===== src/rtl/sdram_pkg.sv =====
/*
 * Shared constants and types for the synchronous DRAM command interface.
 * Assumes a single 100 MHz clock shared with the memory controller.
 */
package sdram_pkg;
    localparam int ROW_W         = 13;
    localparam int COL_W         = 10;
    localparam int ADDR_W        = 13;
    localparam int DQ_W          = 16;
    localparam int MASK_W        = 2;
    localparam int NBANK         = 4;
    localparam int MODE_W        = 12;
    localparam int AP_BIT        = 10;
    localparam int CNT_W         = 8;

    localparam int CLK_PERIOD_PS = 10000;
    localparam int T_RCD_NS      = 20;
    localparam int T_RP_NS       = 20;
    localparam int T_RFC_NS      = 80;
    localparam int RCD_CYC       = (T_RCD_NS * 1000 + CLK_PERIOD_PS - 1) / CLK_PERIOD_PS;
    localparam int RP_CYC        = (T_RP_NS * 1000 + CLK_PERIOD_PS - 1) / CLK_PERIOD_PS;
    localparam int RFC_CYC       = (T_RFC_NS * 1000 + CLK_PERIOD_PS - 1) / CLK_PERIOD_PS;

    // mode register fields
    localparam int MODE_BL_LSB    = 0;
    localparam int MODE_ORDER_BIT = 3;
    localparam logic [2:0]        BL_FULL    = 3'h7;
    localparam logic [MODE_W-1:0] MODE_RESET = 12'h000;

    // {row strobe, column strobe, write strobe}, all active low
    localparam logic [2:0] OP_NOP   = 3'h7;
    localparam logic [2:0] OP_ACT   = 3'h3;
    localparam logic [2:0] OP_READ  = 3'h5;
    localparam logic [2:0] OP_WRITE = 3'h4;
    localparam logic [2:0] OP_BT    = 3'h6;
    localparam logic [2:0] OP_PRE   = 3'h2;
    localparam logic [2:0] OP_REF   = 3'h1;
    localparam logic [2:0] OP_MODE  = 3'h0;

    typedef enum logic [5:0] {
        BANK_IDLE        = 6'h01,
        BANK_ACTIVATING  = 6'h02,
        BANK_ROW_ACTIVE  = 6'h04,
        BANK_READING     = 6'h08,
        BANK_WRITING     = 6'h10,
        BANK_PRECHARGING = 6'h20
    } bank_state_e;
endpackage


===== src/rtl/bank_cmd_if.sv =====
/*
 * Decoded per-bank command strobes from the command decoder to the banks.
 * Assumes all strobes are single-cycle and on the device clock.
 */
`timescale 1ns/1ps
interface bank_cmd_if;
    import sdram_pkg::*;
    logic             activate;
    logic             precharge;
    logic             pre_all;
    logic             read;
    logic             write;
    logic             auto_pre;
    logic             burst_end;
    logic [1:0]       bank;
    logic [1:0]       end_bank;
    logic [ROW_W-1:0] row;
    modport ctrl (output activate, precharge, pre_all, read, write, auto_pre, burst_end, bank, end_bank, row);
    modport sink (input  activate, precharge, pre_all, read, write, auto_pre, burst_end, bank, end_bank, row);
endinterface


===== src/rtl/bank_fsm.sv =====
/*
 * One bank: open-row tracking, activate and precharge timing, auto precharge.
 * Assumes commands arrive already decoded and gated from the command decoder.
 */
`timescale 1ns/1ps
module bank_fsm import sdram_pkg::*; #(
    parameter logic [1:0] ID = 2'h0
) (
    input  wire logic           clock,
    input  wire logic           rst,
    bank_cmd_if.sink            cmd,
    output bank_state_e         state,
    output logic [ROW_W-1:0]    row
);
    bank_state_e      state_q;
    logic [CNT_W-1:0] cnt_q;
    logic             ap_q;
    logic             hit;
    logic             pre_hit;
    logic             end_hit;

    assign hit     = cmd.bank == ID;
    assign pre_hit = cmd.precharge & (cmd.pre_all | hit);
    assign end_hit = cmd.burst_end & (cmd.end_bank == ID);
    assign state   = state_q;

    always_ff @(posedge clock or posedge rst) begin
        if (rst) begin
            state_q <= BANK_IDLE;
            cnt_q   <= '0;
            ap_q    <= 1'b0;
        end else begin
            unique case (state_q)
                BANK_IDLE: begin
                    if (cmd.activate & hit) begin
                        state_q <= BANK_ACTIVATING;
                        cnt_q   <= CNT_W'(RCD_CYC - 1);
                    end
                end
                BANK_ACTIVATING: begin
                    if (cnt_q == '0) state_q <= BANK_ROW_ACTIVE;
                    else cnt_q <= cnt_q - CNT_W'(1);
                end
                BANK_ROW_ACTIVE, BANK_READING, BANK_WRITING: begin
                    if (pre_hit) begin
                        state_q <= BANK_PRECHARGING;
                        cnt_q   <= CNT_W'(RP_CYC - 1);
                    end else if ((cmd.read | cmd.write) & hit) begin
                        state_q <= cmd.read ? BANK_READING : BANK_WRITING;
                        ap_q    <= cmd.auto_pre;
                    end else if (state_q != BANK_ROW_ACTIVE
                                 & (end_hit | cmd.read | cmd.write)) begin
                        // burst finished, stopped, or overtaken by another bank
                        state_q <= ap_q ? BANK_PRECHARGING : BANK_ROW_ACTIVE;
                        cnt_q   <= CNT_W'(RP_CYC - 1);
                        ap_q    <= 1'b0;
                    end
                end
                BANK_PRECHARGING: begin
                    if (cnt_q == '0) state_q <= BANK_IDLE;
                    else cnt_q <= cnt_q - CNT_W'(1);
                end
                default: state_q <= BANK_IDLE;
            endcase
        end
    end

    always_ff @(posedge clock or posedge rst) begin
        if (rst) row <= '0;
        else if (cmd.activate & hit & state_q == BANK_IDLE) row <= cmd.row;
    end
endmodule


===== src/rtl/burst_gen.sv =====
/*
 * Column address generator for one burst, sequential or interleaved order.
 * Assumes start and stop are never raised in the same cycle.
 */
`timescale 1ns/1ps
module burst_gen import sdram_pkg::*; (
    input  wire logic             clock,
    input  wire logic             rst,
    input  wire logic             start,
    input  wire logic             stop,
    input  wire logic             interleave,
    input  wire logic [COL_W-1:0] start_col,
    input  wire logic [2:0]       bl_code,
    output logic [COL_W-1:0]      col,
    output logic                  beat,
    output logic                  ending
);
    logic [COL_W-1:0] base_q;
    logic [COL_W-1:0] cnt_q;
    logic [COL_W-1:0] mask;
    logic [COL_W-1:0] offs;
    logic             active_q;
    logic             full;
    logic             last;

    assign full   = bl_code == BL_FULL;
    assign mask   = full ? {COL_W{1'b1}} : (COL_W'(1) << bl_code[1:0]) - COL_W'(1);
    assign offs   = interleave ? (base_q ^ cnt_q) : (base_q + cnt_q);
    assign col    = start ? start_col : ((base_q & ~mask) | (offs & mask));
    assign last   = (cnt_q == mask) & ~full;
    assign beat   = start | (active_q & ~stop);
    assign ending = (active_q & ~start & (stop | last)) | (start & (mask == '0));

    always_ff @(posedge clock or posedge rst) begin
        if (rst) begin
            base_q   <= '0;
            cnt_q    <= '0;
            active_q <= 1'b0;
        end else if (start) begin
            base_q   <= start_col;
            cnt_q    <= COL_W'(1);
            active_q <= mask != '0;
        end else if (active_q) begin
            if (stop | last) active_q <= 1'b0;
            cnt_q <= cnt_q + COL_W'(1);
        end
    end
endmodule


===== src/rtl/sdram_command_interface.sv =====
/*
 * Command interface of a four-bank synchronous DRAM: decode, bank control,
 * burst addressing, byte masks, refresh and low-power states.
 * Assumes the controller shares this clock; the array sits outside on acc_*.
 */
`timescale 1ns/1ps
module sdram_command_interface import sdram_pkg::*; (
    input  wire logic              clock,
    input  wire logic              rst,
    input  wire logic              cke,
    input  wire logic              cs_n,
    input  wire logic              ras_n,
    input  wire logic              cas_n,
    input  wire logic              we_n,
    input  wire logic              bank_select_0,
    input  wire logic              bank_select_1,
    input  wire logic [ADDR_W-1:0] addr,
    input  wire logic [MASK_W-1:0] dqm,
    input  wire logic [DQ_W-1:0]   dq_in,
    input  wire logic [DQ_W-1:0]   arr_rdata,
    output logic [DQ_W-1:0]        dq_out,
    output logic [MASK_W-1:0]      dq_oe_n,
    output logic                   acc_valid,
    output logic                   acc_write,
    output logic [1:0]             acc_bank,
    output logic [ROW_W-1:0]       acc_row,
    output logic [COL_W-1:0]       acc_col,
    output logic [DQ_W-1:0]        acc_wdata,
    output logic [MASK_W-1:0]      acc_wmask,
    output logic                   refresh_strobe,
    output logic [ROW_W-1:0]       refresh_row,
    output logic [MODE_W-1:0]      mode_reg,
    output logic [NBANK-1:0]       bank_open,
    output logic                   self_refresh,
    output logic                   deep_sleep
);
    bank_cmd_if bcmd ();

    bank_state_e      bank_state [NBANK];
    logic [ROW_W-1:0] bank_row [NBANK];
    logic [1:0]       bsel;
    logic [2:0]       op;
    logic             busy;
    logic             live;
    logic             is_act;
    logic             is_read;
    logic             is_write;
    logic             is_bt;
    logic             is_dsleep;
    logic             is_pre;
    logic             is_ref;
    logic             is_sref;
    logic             is_mode;
    logic             rw_start;
    logic             gen_stop;
    logic [COL_W-1:0] gen_col;
    logic             gen_beat;
    logic             gen_end;
    logic [1:0]       burst_bank_q;
    logic             burst_wr_q;
    logic             end_q;
    logic [1:0]       end_bank_q;
    logic [MODE_W-1:0] mode_q;
    logic [CNT_W-1:0] ref_cnt_q;
    logic [ROW_W-1:0] ref_row_q;
    logic             self_q;
    logic             dsleep_q;
    logic [MASK_W-1:0] dqm_q1;
    logic [MASK_W-1:0] dqm_q2;
    logic             rdv_q;
    logic [DQ_W-1:0]  rdata_q;

    // decode, everything sampled at the rising edge
    assign bsel      = {bank_select_1, bank_select_0};
    assign op        = {ras_n, cas_n, we_n};
    assign busy      = self_q | dsleep_q | (ref_cnt_q != '0);
    assign live      = ~cs_n & ~busy;
    assign is_act    = live & cke & (op == OP_ACT);
    assign is_read   = live & cke & (op == OP_READ);
    assign is_write  = live & cke & (op == OP_WRITE);
    assign is_pre    = live & cke & (op == OP_PRE);
    assign is_mode   = live & cke & (op == OP_MODE);
    assign is_ref    = live & cke & (op == OP_REF);
    assign is_sref   = live & ~cke & (op == OP_REF);
    assign is_bt     = live & cke & (op == OP_BT);
    assign is_dsleep = live & ~cke & (op == OP_BT);
    assign rw_start  = is_read | is_write;

    // terminate or a precharge of the bursting bank stops the current burst
    assign gen_stop = is_bt | (is_pre & (addr[AP_BIT] | bsel == burst_bank_q));

    assign bcmd.activate  = is_act;
    assign bcmd.precharge = is_pre;
    assign bcmd.pre_all   = addr[AP_BIT];
    assign bcmd.read      = is_read;
    assign bcmd.write     = is_write;
    assign bcmd.auto_pre  = addr[AP_BIT];
    assign bcmd.bank      = bsel;
    assign bcmd.row       = addr[ROW_W-1:0];
    assign bcmd.burst_end = end_q;
    assign bcmd.end_bank  = end_bank_q;

    generate
        for (genvar b = 0; b < NBANK; b++) begin : g_bank
            bank_fsm #(
                .ID (2'(b))
            ) u_bank (
                .clock (clock),
                .rst   (rst),
                .cmd   (bcmd),
                .state (bank_state[b]),
                .row   (bank_row[b])
            );
            assign bank_open[b] = bank_state[b] != BANK_IDLE
                                  && bank_state[b] != BANK_PRECHARGING;
        end
    endgenerate

    burst_gen u_burst (
        .clock      (clock),
        .rst        (rst),
        .start      (rw_start),
        .stop       (gen_stop),
        .interleave (mode_q[MODE_ORDER_BIT]),
        .start_col  (addr[COL_W-1:0]),
        .bl_code    (mode_q[MODE_BL_LSB +: 3]),
        .col        (gen_col),
        .beat       (gen_beat),
        .ending     (gen_end)
    );

    // burst ownership and end notification to the banks
    always_ff @(posedge clock or posedge rst) begin
        if (rst) begin
            burst_bank_q <= '0;
            burst_wr_q   <= 1'b0;
            end_q        <= 1'b0;
            end_bank_q   <= '0;
        end else begin
            if (rw_start) begin
                burst_bank_q <= bsel;
                burst_wr_q   <= is_write;
            end
            end_q      <= gen_end;
            end_bank_q <= rw_start ? bsel : burst_bank_q;
        end
    end

    // array access, write data and mask taken on the same edge
    always_ff @(posedge clock or posedge rst) begin
        if (rst) begin
            acc_valid <= 1'b0;
            acc_write <= 1'b0;
            acc_bank  <= '0;
            acc_row   <= '0;
            acc_col   <= '0;
            acc_wdata <= '0;
            acc_wmask <= '0;
        end else begin
            acc_valid <= gen_beat;
            acc_write <= rw_start ? is_write : burst_wr_q;
            acc_bank  <= rw_start ? bsel : burst_bank_q;
            acc_row   <= bank_row[rw_start ? bsel : burst_bank_q];
            acc_col   <= gen_col;
            acc_wdata <= dq_in;
            acc_wmask <= dqm;
        end
    end

    // read path: data and its mask come out two clocks after the mask edge
    always_ff @(posedge clock or posedge rst) begin
        if (rst) begin
            dqm_q1  <= '0;
            dqm_q2  <= '0;
            rdv_q   <= 1'b0;
            rdata_q <= '0;
            dq_out  <= '0;
            dq_oe_n <= '1;
        end else begin
            dqm_q1  <= dqm;
            dqm_q2  <= dqm_q1;
            rdv_q   <= acc_valid & ~acc_write;
            rdata_q <= arr_rdata;
            dq_out  <= rdata_q;
            dq_oe_n <= ~({MASK_W{rdv_q}} & ~dqm_q2);
        end
    end

    always_ff @(posedge clock or posedge rst) begin
        if (rst) mode_q <= MODE_RESET;
        else if (is_mode) mode_q <= addr[MODE_W-1:0];
    end
    assign mode_reg = mode_q;

    // refresh row counter and busy window
    always_ff @(posedge clock or posedge rst) begin
        if (rst) begin
            ref_cnt_q      <= '0;
            ref_row_q      <= '0;
            refresh_strobe <= 1'b0;
        end else begin
            refresh_strobe <= is_ref;
            if (is_ref) begin
                ref_row_q <= ref_row_q + ROW_W'(1);
                ref_cnt_q <= CNT_W'(RFC_CYC - 1);
            end else if (self_q & cke) begin
                ref_cnt_q <= CNT_W'(RFC_CYC - 1);
            end else if (ref_cnt_q != '0) begin
                ref_cnt_q <= ref_cnt_q - CNT_W'(1);
            end
        end
    end
    assign refresh_row = ref_row_q;

    // low-power states, left as soon as clock enable returns high
    always_ff @(posedge clock or posedge rst) begin
        if (rst) begin
            self_q   <= 1'b0;
            dsleep_q <= 1'b0;
        end else begin
            if (is_sref) self_q <= 1'b1;
            else if (cke) self_q <= 1'b0;
            if (is_dsleep) dsleep_q <= 1'b1;
            else if (cke) dsleep_q <= 1'b0;
        end
    end
    assign self_refresh = self_q;
    assign deep_sleep   = dsleep_q;
endmodule


===== config.mk =====
export PLATFORM = sky130hd
export DESIGN_NAME = sdram_command_interface
export DESIGN_NICKNAME = d
export VERILOG_FILES = /design/src/rtl/sdram_pkg.sv /design/src/rtl/bank_cmd_if.sv /design/src/rtl/bank_fsm.sv /design/src/rtl/burst_gen.sv /design/src/rtl/sdram_command_interface.sv
export SDC_FILE = /design/constraint.sdc
export NUM_CORES = 1
export LEC_CHECK = 0
export BUFFER_PORTS_ARGS = -buffer_cell sky130_fd_sc_hd__buf_4
export CAP_MARGIN = 20
export CORE_UTILIZATION = 30
export DETAILED_ROUTE_END_ITERATION = 12
export SLEW_MARGIN = 10
export SYNTH_ARGS = -nofsm -noshare
export SYNTH_HDL_FRONTEND = slang
export SYNTH_SLANG_ARGS = --single-unit
export TNS_END_PERCENT = 20

===== constraint.sdc =====
create_clock -name clock -period 10.1 [get_ports clock]
set_input_delay 2.02 -clock clock [delete_from_list [all_inputs] [get_ports clock]]
set_output_delay 2.02 -clock clock [all_outputs]
set_load 0.01 [all_outputs]

Word-level counts from Yosys, hierarchy flattened
Cells that the tools add are included.
{ "totals": {"ff_bits": 252, "out_inout_bits": 95} }
{ "classes": {"n_addsub": 9, "n_lt_le_gt_ge": 1, "eq_ne": 79, "n_shift": 1, "muxes": 83, "bitwise_logic": 84, "n_reduce_logical": 46} }
{ "op_table": {"columns": ["cell", "count"], "rows": [
  ["two-way mux 8 bit", 23],
  ["two-way mux 6 bit", 28],
  ["one-hot mux 6 bit (4 select lines)", 4],
  ["one-hot mux 8 bit (3 select lines)", 4],
  ["two-way mux 10 bit", 5],
  ["bitwise AND 1 bit", 44],
  ["subtractor 8 x 1 -> 8 bit (second input constant)", 5],
  ["logical NOT 8 bit", 4],
  ["binary-select mux 13 bit (select 2 bit)", 1],
  ["two-way mux 13 bit", 2],
  ["equality test 6 x 1 -> 1 bit (second input constant)", 4],
  ["equality test 6 x 2 -> 1 bit (second input constant)", 4],
  ["equality test 6 x 3 -> 1 bit (second input constant)", 4],
  ["equality test 6 x 4 -> 1 bit (second input constant)", 4],
  ["equality test 6 x 5 -> 1 bit (second input constant)", 4],
  ["equality test 6 bit (second input constant)", 4],
  ["!= test 2 x 1 -> 1 bit (second input constant)", 12],
  ["!= test 6 x 1 -> 1 bit (second input constant)", 4],
  ["!= test 6 x 3 -> 1 bit (second input constant)", 4],
  ["!= test 6 bit (second input constant)", 4],
  ["bitwise AND 10 bit", 2],
  ["OR 1 bit", 20],
  ["AND reduction 5 bit", 4],
  ["!= test 4 x 1 -> 1 bit (second input constant)", 4],
  ["other kinds (38)", 105]
]} }

Depth between registers and ports, before layout
{ "depth": {"ltp_word": 13, "depth_mapped": 12, "ltp_nobuf": 10} }

By module
A second synthesis with hierarchy kept.
{ "hier_totals": {"cells_unflattened": 1028, "hier_area_um2": 11895.2} }
{ "modules_own_cells": {"columns": ["mod", "instances", "cells_per_inst", "area_per_inst_um2", "seq_area_each_um2"], "rows": [
  ["sdram_command_interface", 1, 314, 4401.7, 2980.4],
  ["bank_fsm (g_bank[1].u_bank ...)", 2, 130, 1477.7, 701.9],
  ["burst_gen", 1, 199, 1634.1, 525.5],
  ["bank_fsm (g_bank[3].u_bank)", 1, 128, 1462.7, 701.9],
  ["bank_fsm (g_bank[0].u_bank)", 1, 127, 1441.4, 701.9]
]} }

Least setup slack after synthesis
OpenSTA, ideal clock, no wires.
{ "synth_timing": {"path_kind": "input-to-reg", "from": "input we_n", "to": "register g_bank[1].u_bank.row[0]", "setup_time_ns": 0.125, "arrival_ns": 4.555, "t_required_ns": 9.975, "setup_slack_ns": 5.420, "cell_stages": 10, "n_path_buf": 3, "path_cell_list": "clkbuf_1 nor4bb_1 nand4_1 o21ai_1 o21ai_1 nand2b_4 or4b_1 buf_2 buf_6 mux2_4"} }
{ "synth_via": {"elab_chain_len": 4} }
{ "synth_rtl": {"columns": ["item", "line", "text"], "rows": [
  ["from (decl)", "sdram_command_interface.sv:14", "input wire logic we_n,"],
  ["equality test 3 x 2 -> 1 bit", "sdram_command_interface.sv:78", "assign is_act = live & cke & (op == OP_ACT);"],
  ["bitwise AND 1 bit", "sdram_command_interface.sv:78", null],
  ["bitwise AND 1 bit (2 in a row)", "bank_fsm.sv:70", "else if (cmd.activate & hit & state_q == BANK_IDLE) row <= cmd.row;"],
  ["to (signal assigned)", "bank_fsm.sv:70", null],
  ["to (decl)", "bank_fsm.sv:13", "output logic [ROW_W-1:0] row"]
]} }
Every way passes these cells.
A chain may end at the register's enable or synchronous reset.

Final worst setup path
{ "layout_timing": {"from": "input cs_n", "to": "register g_bank[1].u_bank.row[8]"} }
{ "layout_via": {"elab_chain_len": 6} }
{ "layout_rtl": {"columns": ["item", "line", "text"], "rows": [
  ["from (decl)", "sdram_command_interface.sv:11", "input wire logic cs_n,"],
  ["NOT 1 bit", "sdram_command_interface.sv:77", "assign live = ~cs_n & ~busy;"],
  ["bitwise AND 1 bit", "sdram_command_interface.sv:77", null],
  ["bitwise AND 1 bit (2 in a row)", "sdram_command_interface.sv:78", null],
  ["bitwise AND 1 bit (2 in a row)", "bank_fsm.sv:70", null]
]} }
Every way passes these cells.

==> metrics.cfg <==
[worst_setup_path]
slowest_stage = or4b_1
cp_slowest_stage_delay_ns = 0.90
critPathLaunchType = input pin
cp_data_required_time_ns = 10.57
end_kind = flip-flop
path_common_cell = o21ai_1
cp_cell_sequence = buf_4 > nor3_1 > nand4_1 > o21ai_1 > o21ai_1 > nand2b_4 > or4b_1 > mux2_1
worstPathMaxFanout = 14
worstSetupPathType = in -> reg
crit_arrival_ns = 5.44

[synth]
ys_ff_latch = 252
ys_types = 72
seq_area_frac_synth_pct = 53.8
synth_ff_type = dfrtp_1
synth_edf_count = 0
ys_warn_count = 0
synth_area_mm2 = 0.0117
synth_nets = 1185
synthCells = 1106
async_flop_share_pct = 100
synth.avg_cell_area_um2 = 10.6

[power_and_ir_drop]
vdd_ir_drop_max_mv = 0.123
p_total_mw = 2.82
p_per_area_mw_per_mm2 = 195
p_leak_nw = 6.72

[layout]
drive_gt1_share_pct = 23.7
diodes = 0
final_nets = 1324
final_common_cell = dfrtp_1
largest_register = g_bank.u_bank.row
area_growth_pct = 23.6
largest_register_ffs = 52
final_cell_mix = dfrtp_1 (246), buf_4 (160), nand2_1 (101)

[sta]
finalSetupViolCount = 0
fin_crit_ns = 4.97
worst_pin_slew_ns = 1.03
slew_headroom_pct = 30.9
drv_slew = 0
finalCritPeriodShare_pct = 49.2
finalHoldViolations = 0
fmax_ghz = 0.201
rsz0062_at_grt = no
fin_setup_tns_ns = 0
clock_skew_ns = 0.0498

[clocking]
cts_resized = 0
post-cts-setup-buffer-count = 0
ctsHtreeMaxLevel = 1
clk_pin_slew_ns = 0.06
cts_inserted_buffers = 30
clkLatencyLatePin_ns = 0.59
hold_buffers = 0
root_buffer = clkbuf_16
clk_path_buf_depth = 3
cts_sinks = 252
cts_tree = done

[routing]
detail_route.wirelength_um = 28800
vias = 8744
routed_via_density = 4.89
first_pass_iters = 5
final_antenna_net_count = 0
drt_iter0_drc = 425
wl_per_cell_um = 16.1
drc_errors = 0

[outcome]
status = finished clean

[hold_path]
hp-class = reg -> reg

[grt]
antenna_found_initial = 0
grt_max_degree = 112
gr-total-overflow = 0
grt_pass1_vias = 8593
grt_usage_pct = 14.4
grt_pass1_wl_um = 45900

[floorplan]
core_mm2 = 0.0386
die_h_um = 200
start_util_pct = 30.4
die_area_mm2 = 0.0399
die_width_um = 200
core.rowCount = 72
ios = 151

[placement]
numPortBuffers = 150
place_congestion = 0.847
hpwl_um = 19600

[job]
drv_cap = 0

[path summary, 6_finish.rpt]
path,startpoint,endpoint,slack [ns],cells past startpoint
max,cs_n,g_bank[1].u_bank.row[8],5.13,8
min,rdata_q[0],dq_out[0],0.35,0
max reg2reg,ref_cnt_q[0],g_bank[1].u_bank.row[8],6.05,9
min reg2reg,rdata_q[0],dq_out[0],0.35,0
max in group asynchronous,rst,g_bank[0].u_bank.ap_q,7.05,3
min in group asynchronous,rst,rdata_q[6],1.58,2
[metrics by stage]
| step | instance area (um^2) | setup slack (ns) | instances | hold WS [ns] | util (%) |
|---|---|---|---|---|---|
| 6_report | 14500 | 5.13 | 1787 | 0.346 | 37.5 |
| 5_1_grt | 14500 | 4.85 | 1787 | 0.354 | 37.5 |
| 4_1_cts | 14500 | 5.26 | 1787 | 0.346 | 37.5 |
| 3_5_place_dp | 13400 | 4.64 | 1731 | 0.335 | 34.7 |
| 3_3_place_gp | 13400 | 4.63 | 1731 | 0.331 | 34.7 |
| 2_1_floorplan | 11700 | 1.16 | 1106 | 0.331 | - |
[cell type report]
type | instances | area [um^2]
Timing Repair Buffer | 160 | 1200
Inverter | 29 | 116
Multi-Input combinational cell | 772 | 5150
Fill cell | 3802 | 24100
Sequential cell | 252 | 6310
Clock buffer | 42 | 866
Clock inverter | 14 | 213
Tap cell | 518 | 648
[worst max-delay path: cells and delay by family]
family,cells,cell delay [ns]
AOI/OAI and AO/OA,2,0.56
buffers and inverters,1,0.11
and+or+nand+nor,4,2.27
muxes,1,0.46
[logic make-up (layout without fill, tap and decap cells)]
group | count (synthesis) | count (layout) | synth area share, %
AND/OR/NAND/NOR | 385 | 385 | 16.6
XOR/XNOR | 49 | 49 | 3.66
AO/OA/AOI/OAI | 224 | 224 | 11.9
buffers and inverters | 82 | 245 | 2.75
adder cells (fa/ha/maj) | 24 | 24 | 2.60
flip-flops | 252 | 252 | 53.8
multiplexers | 90 | 90 | 8.69
[cell usage after synthesis (23+ instances only)]
| library cell | instances | area [um^2] |
|---|---|---|
| dfrtp_1 | 246 | 6160 |
| nand2_1 | 101 | 379 |
| nor2_1 | 96 | 360 |
| o21ai_0 | 68 | 340 |
| mux2_2 | 57 | 642 |
| a21oi_1 | 48 | 240 |
| clkbuf_1 | 45 | 169 |
| inv_1 | 29 | 109 |
| nor3_1 | 28 | 140 |
| xor2_1 | 26 | 228 |
| nand3_1 | 25 | 125 |
| xnor2_1 | 23 | 201 |
[metal layers]
layer	wire, um	global-route usage (%)	up-vias
li1	-	-	4219
met1	13500	20.3	4279
met3	1340	2.54	41
met4	699	4.30	0
met2	13300	22.7	205
met5	0	0	-
[power breakdown]
group | internal [mW] | switching, mW
sequential | 1.10 | 0.0843
combinational | 0.221 | 0.265
clock | 0.704 | 0.445
Note: power is estimated with default switching activity, not from simulation.
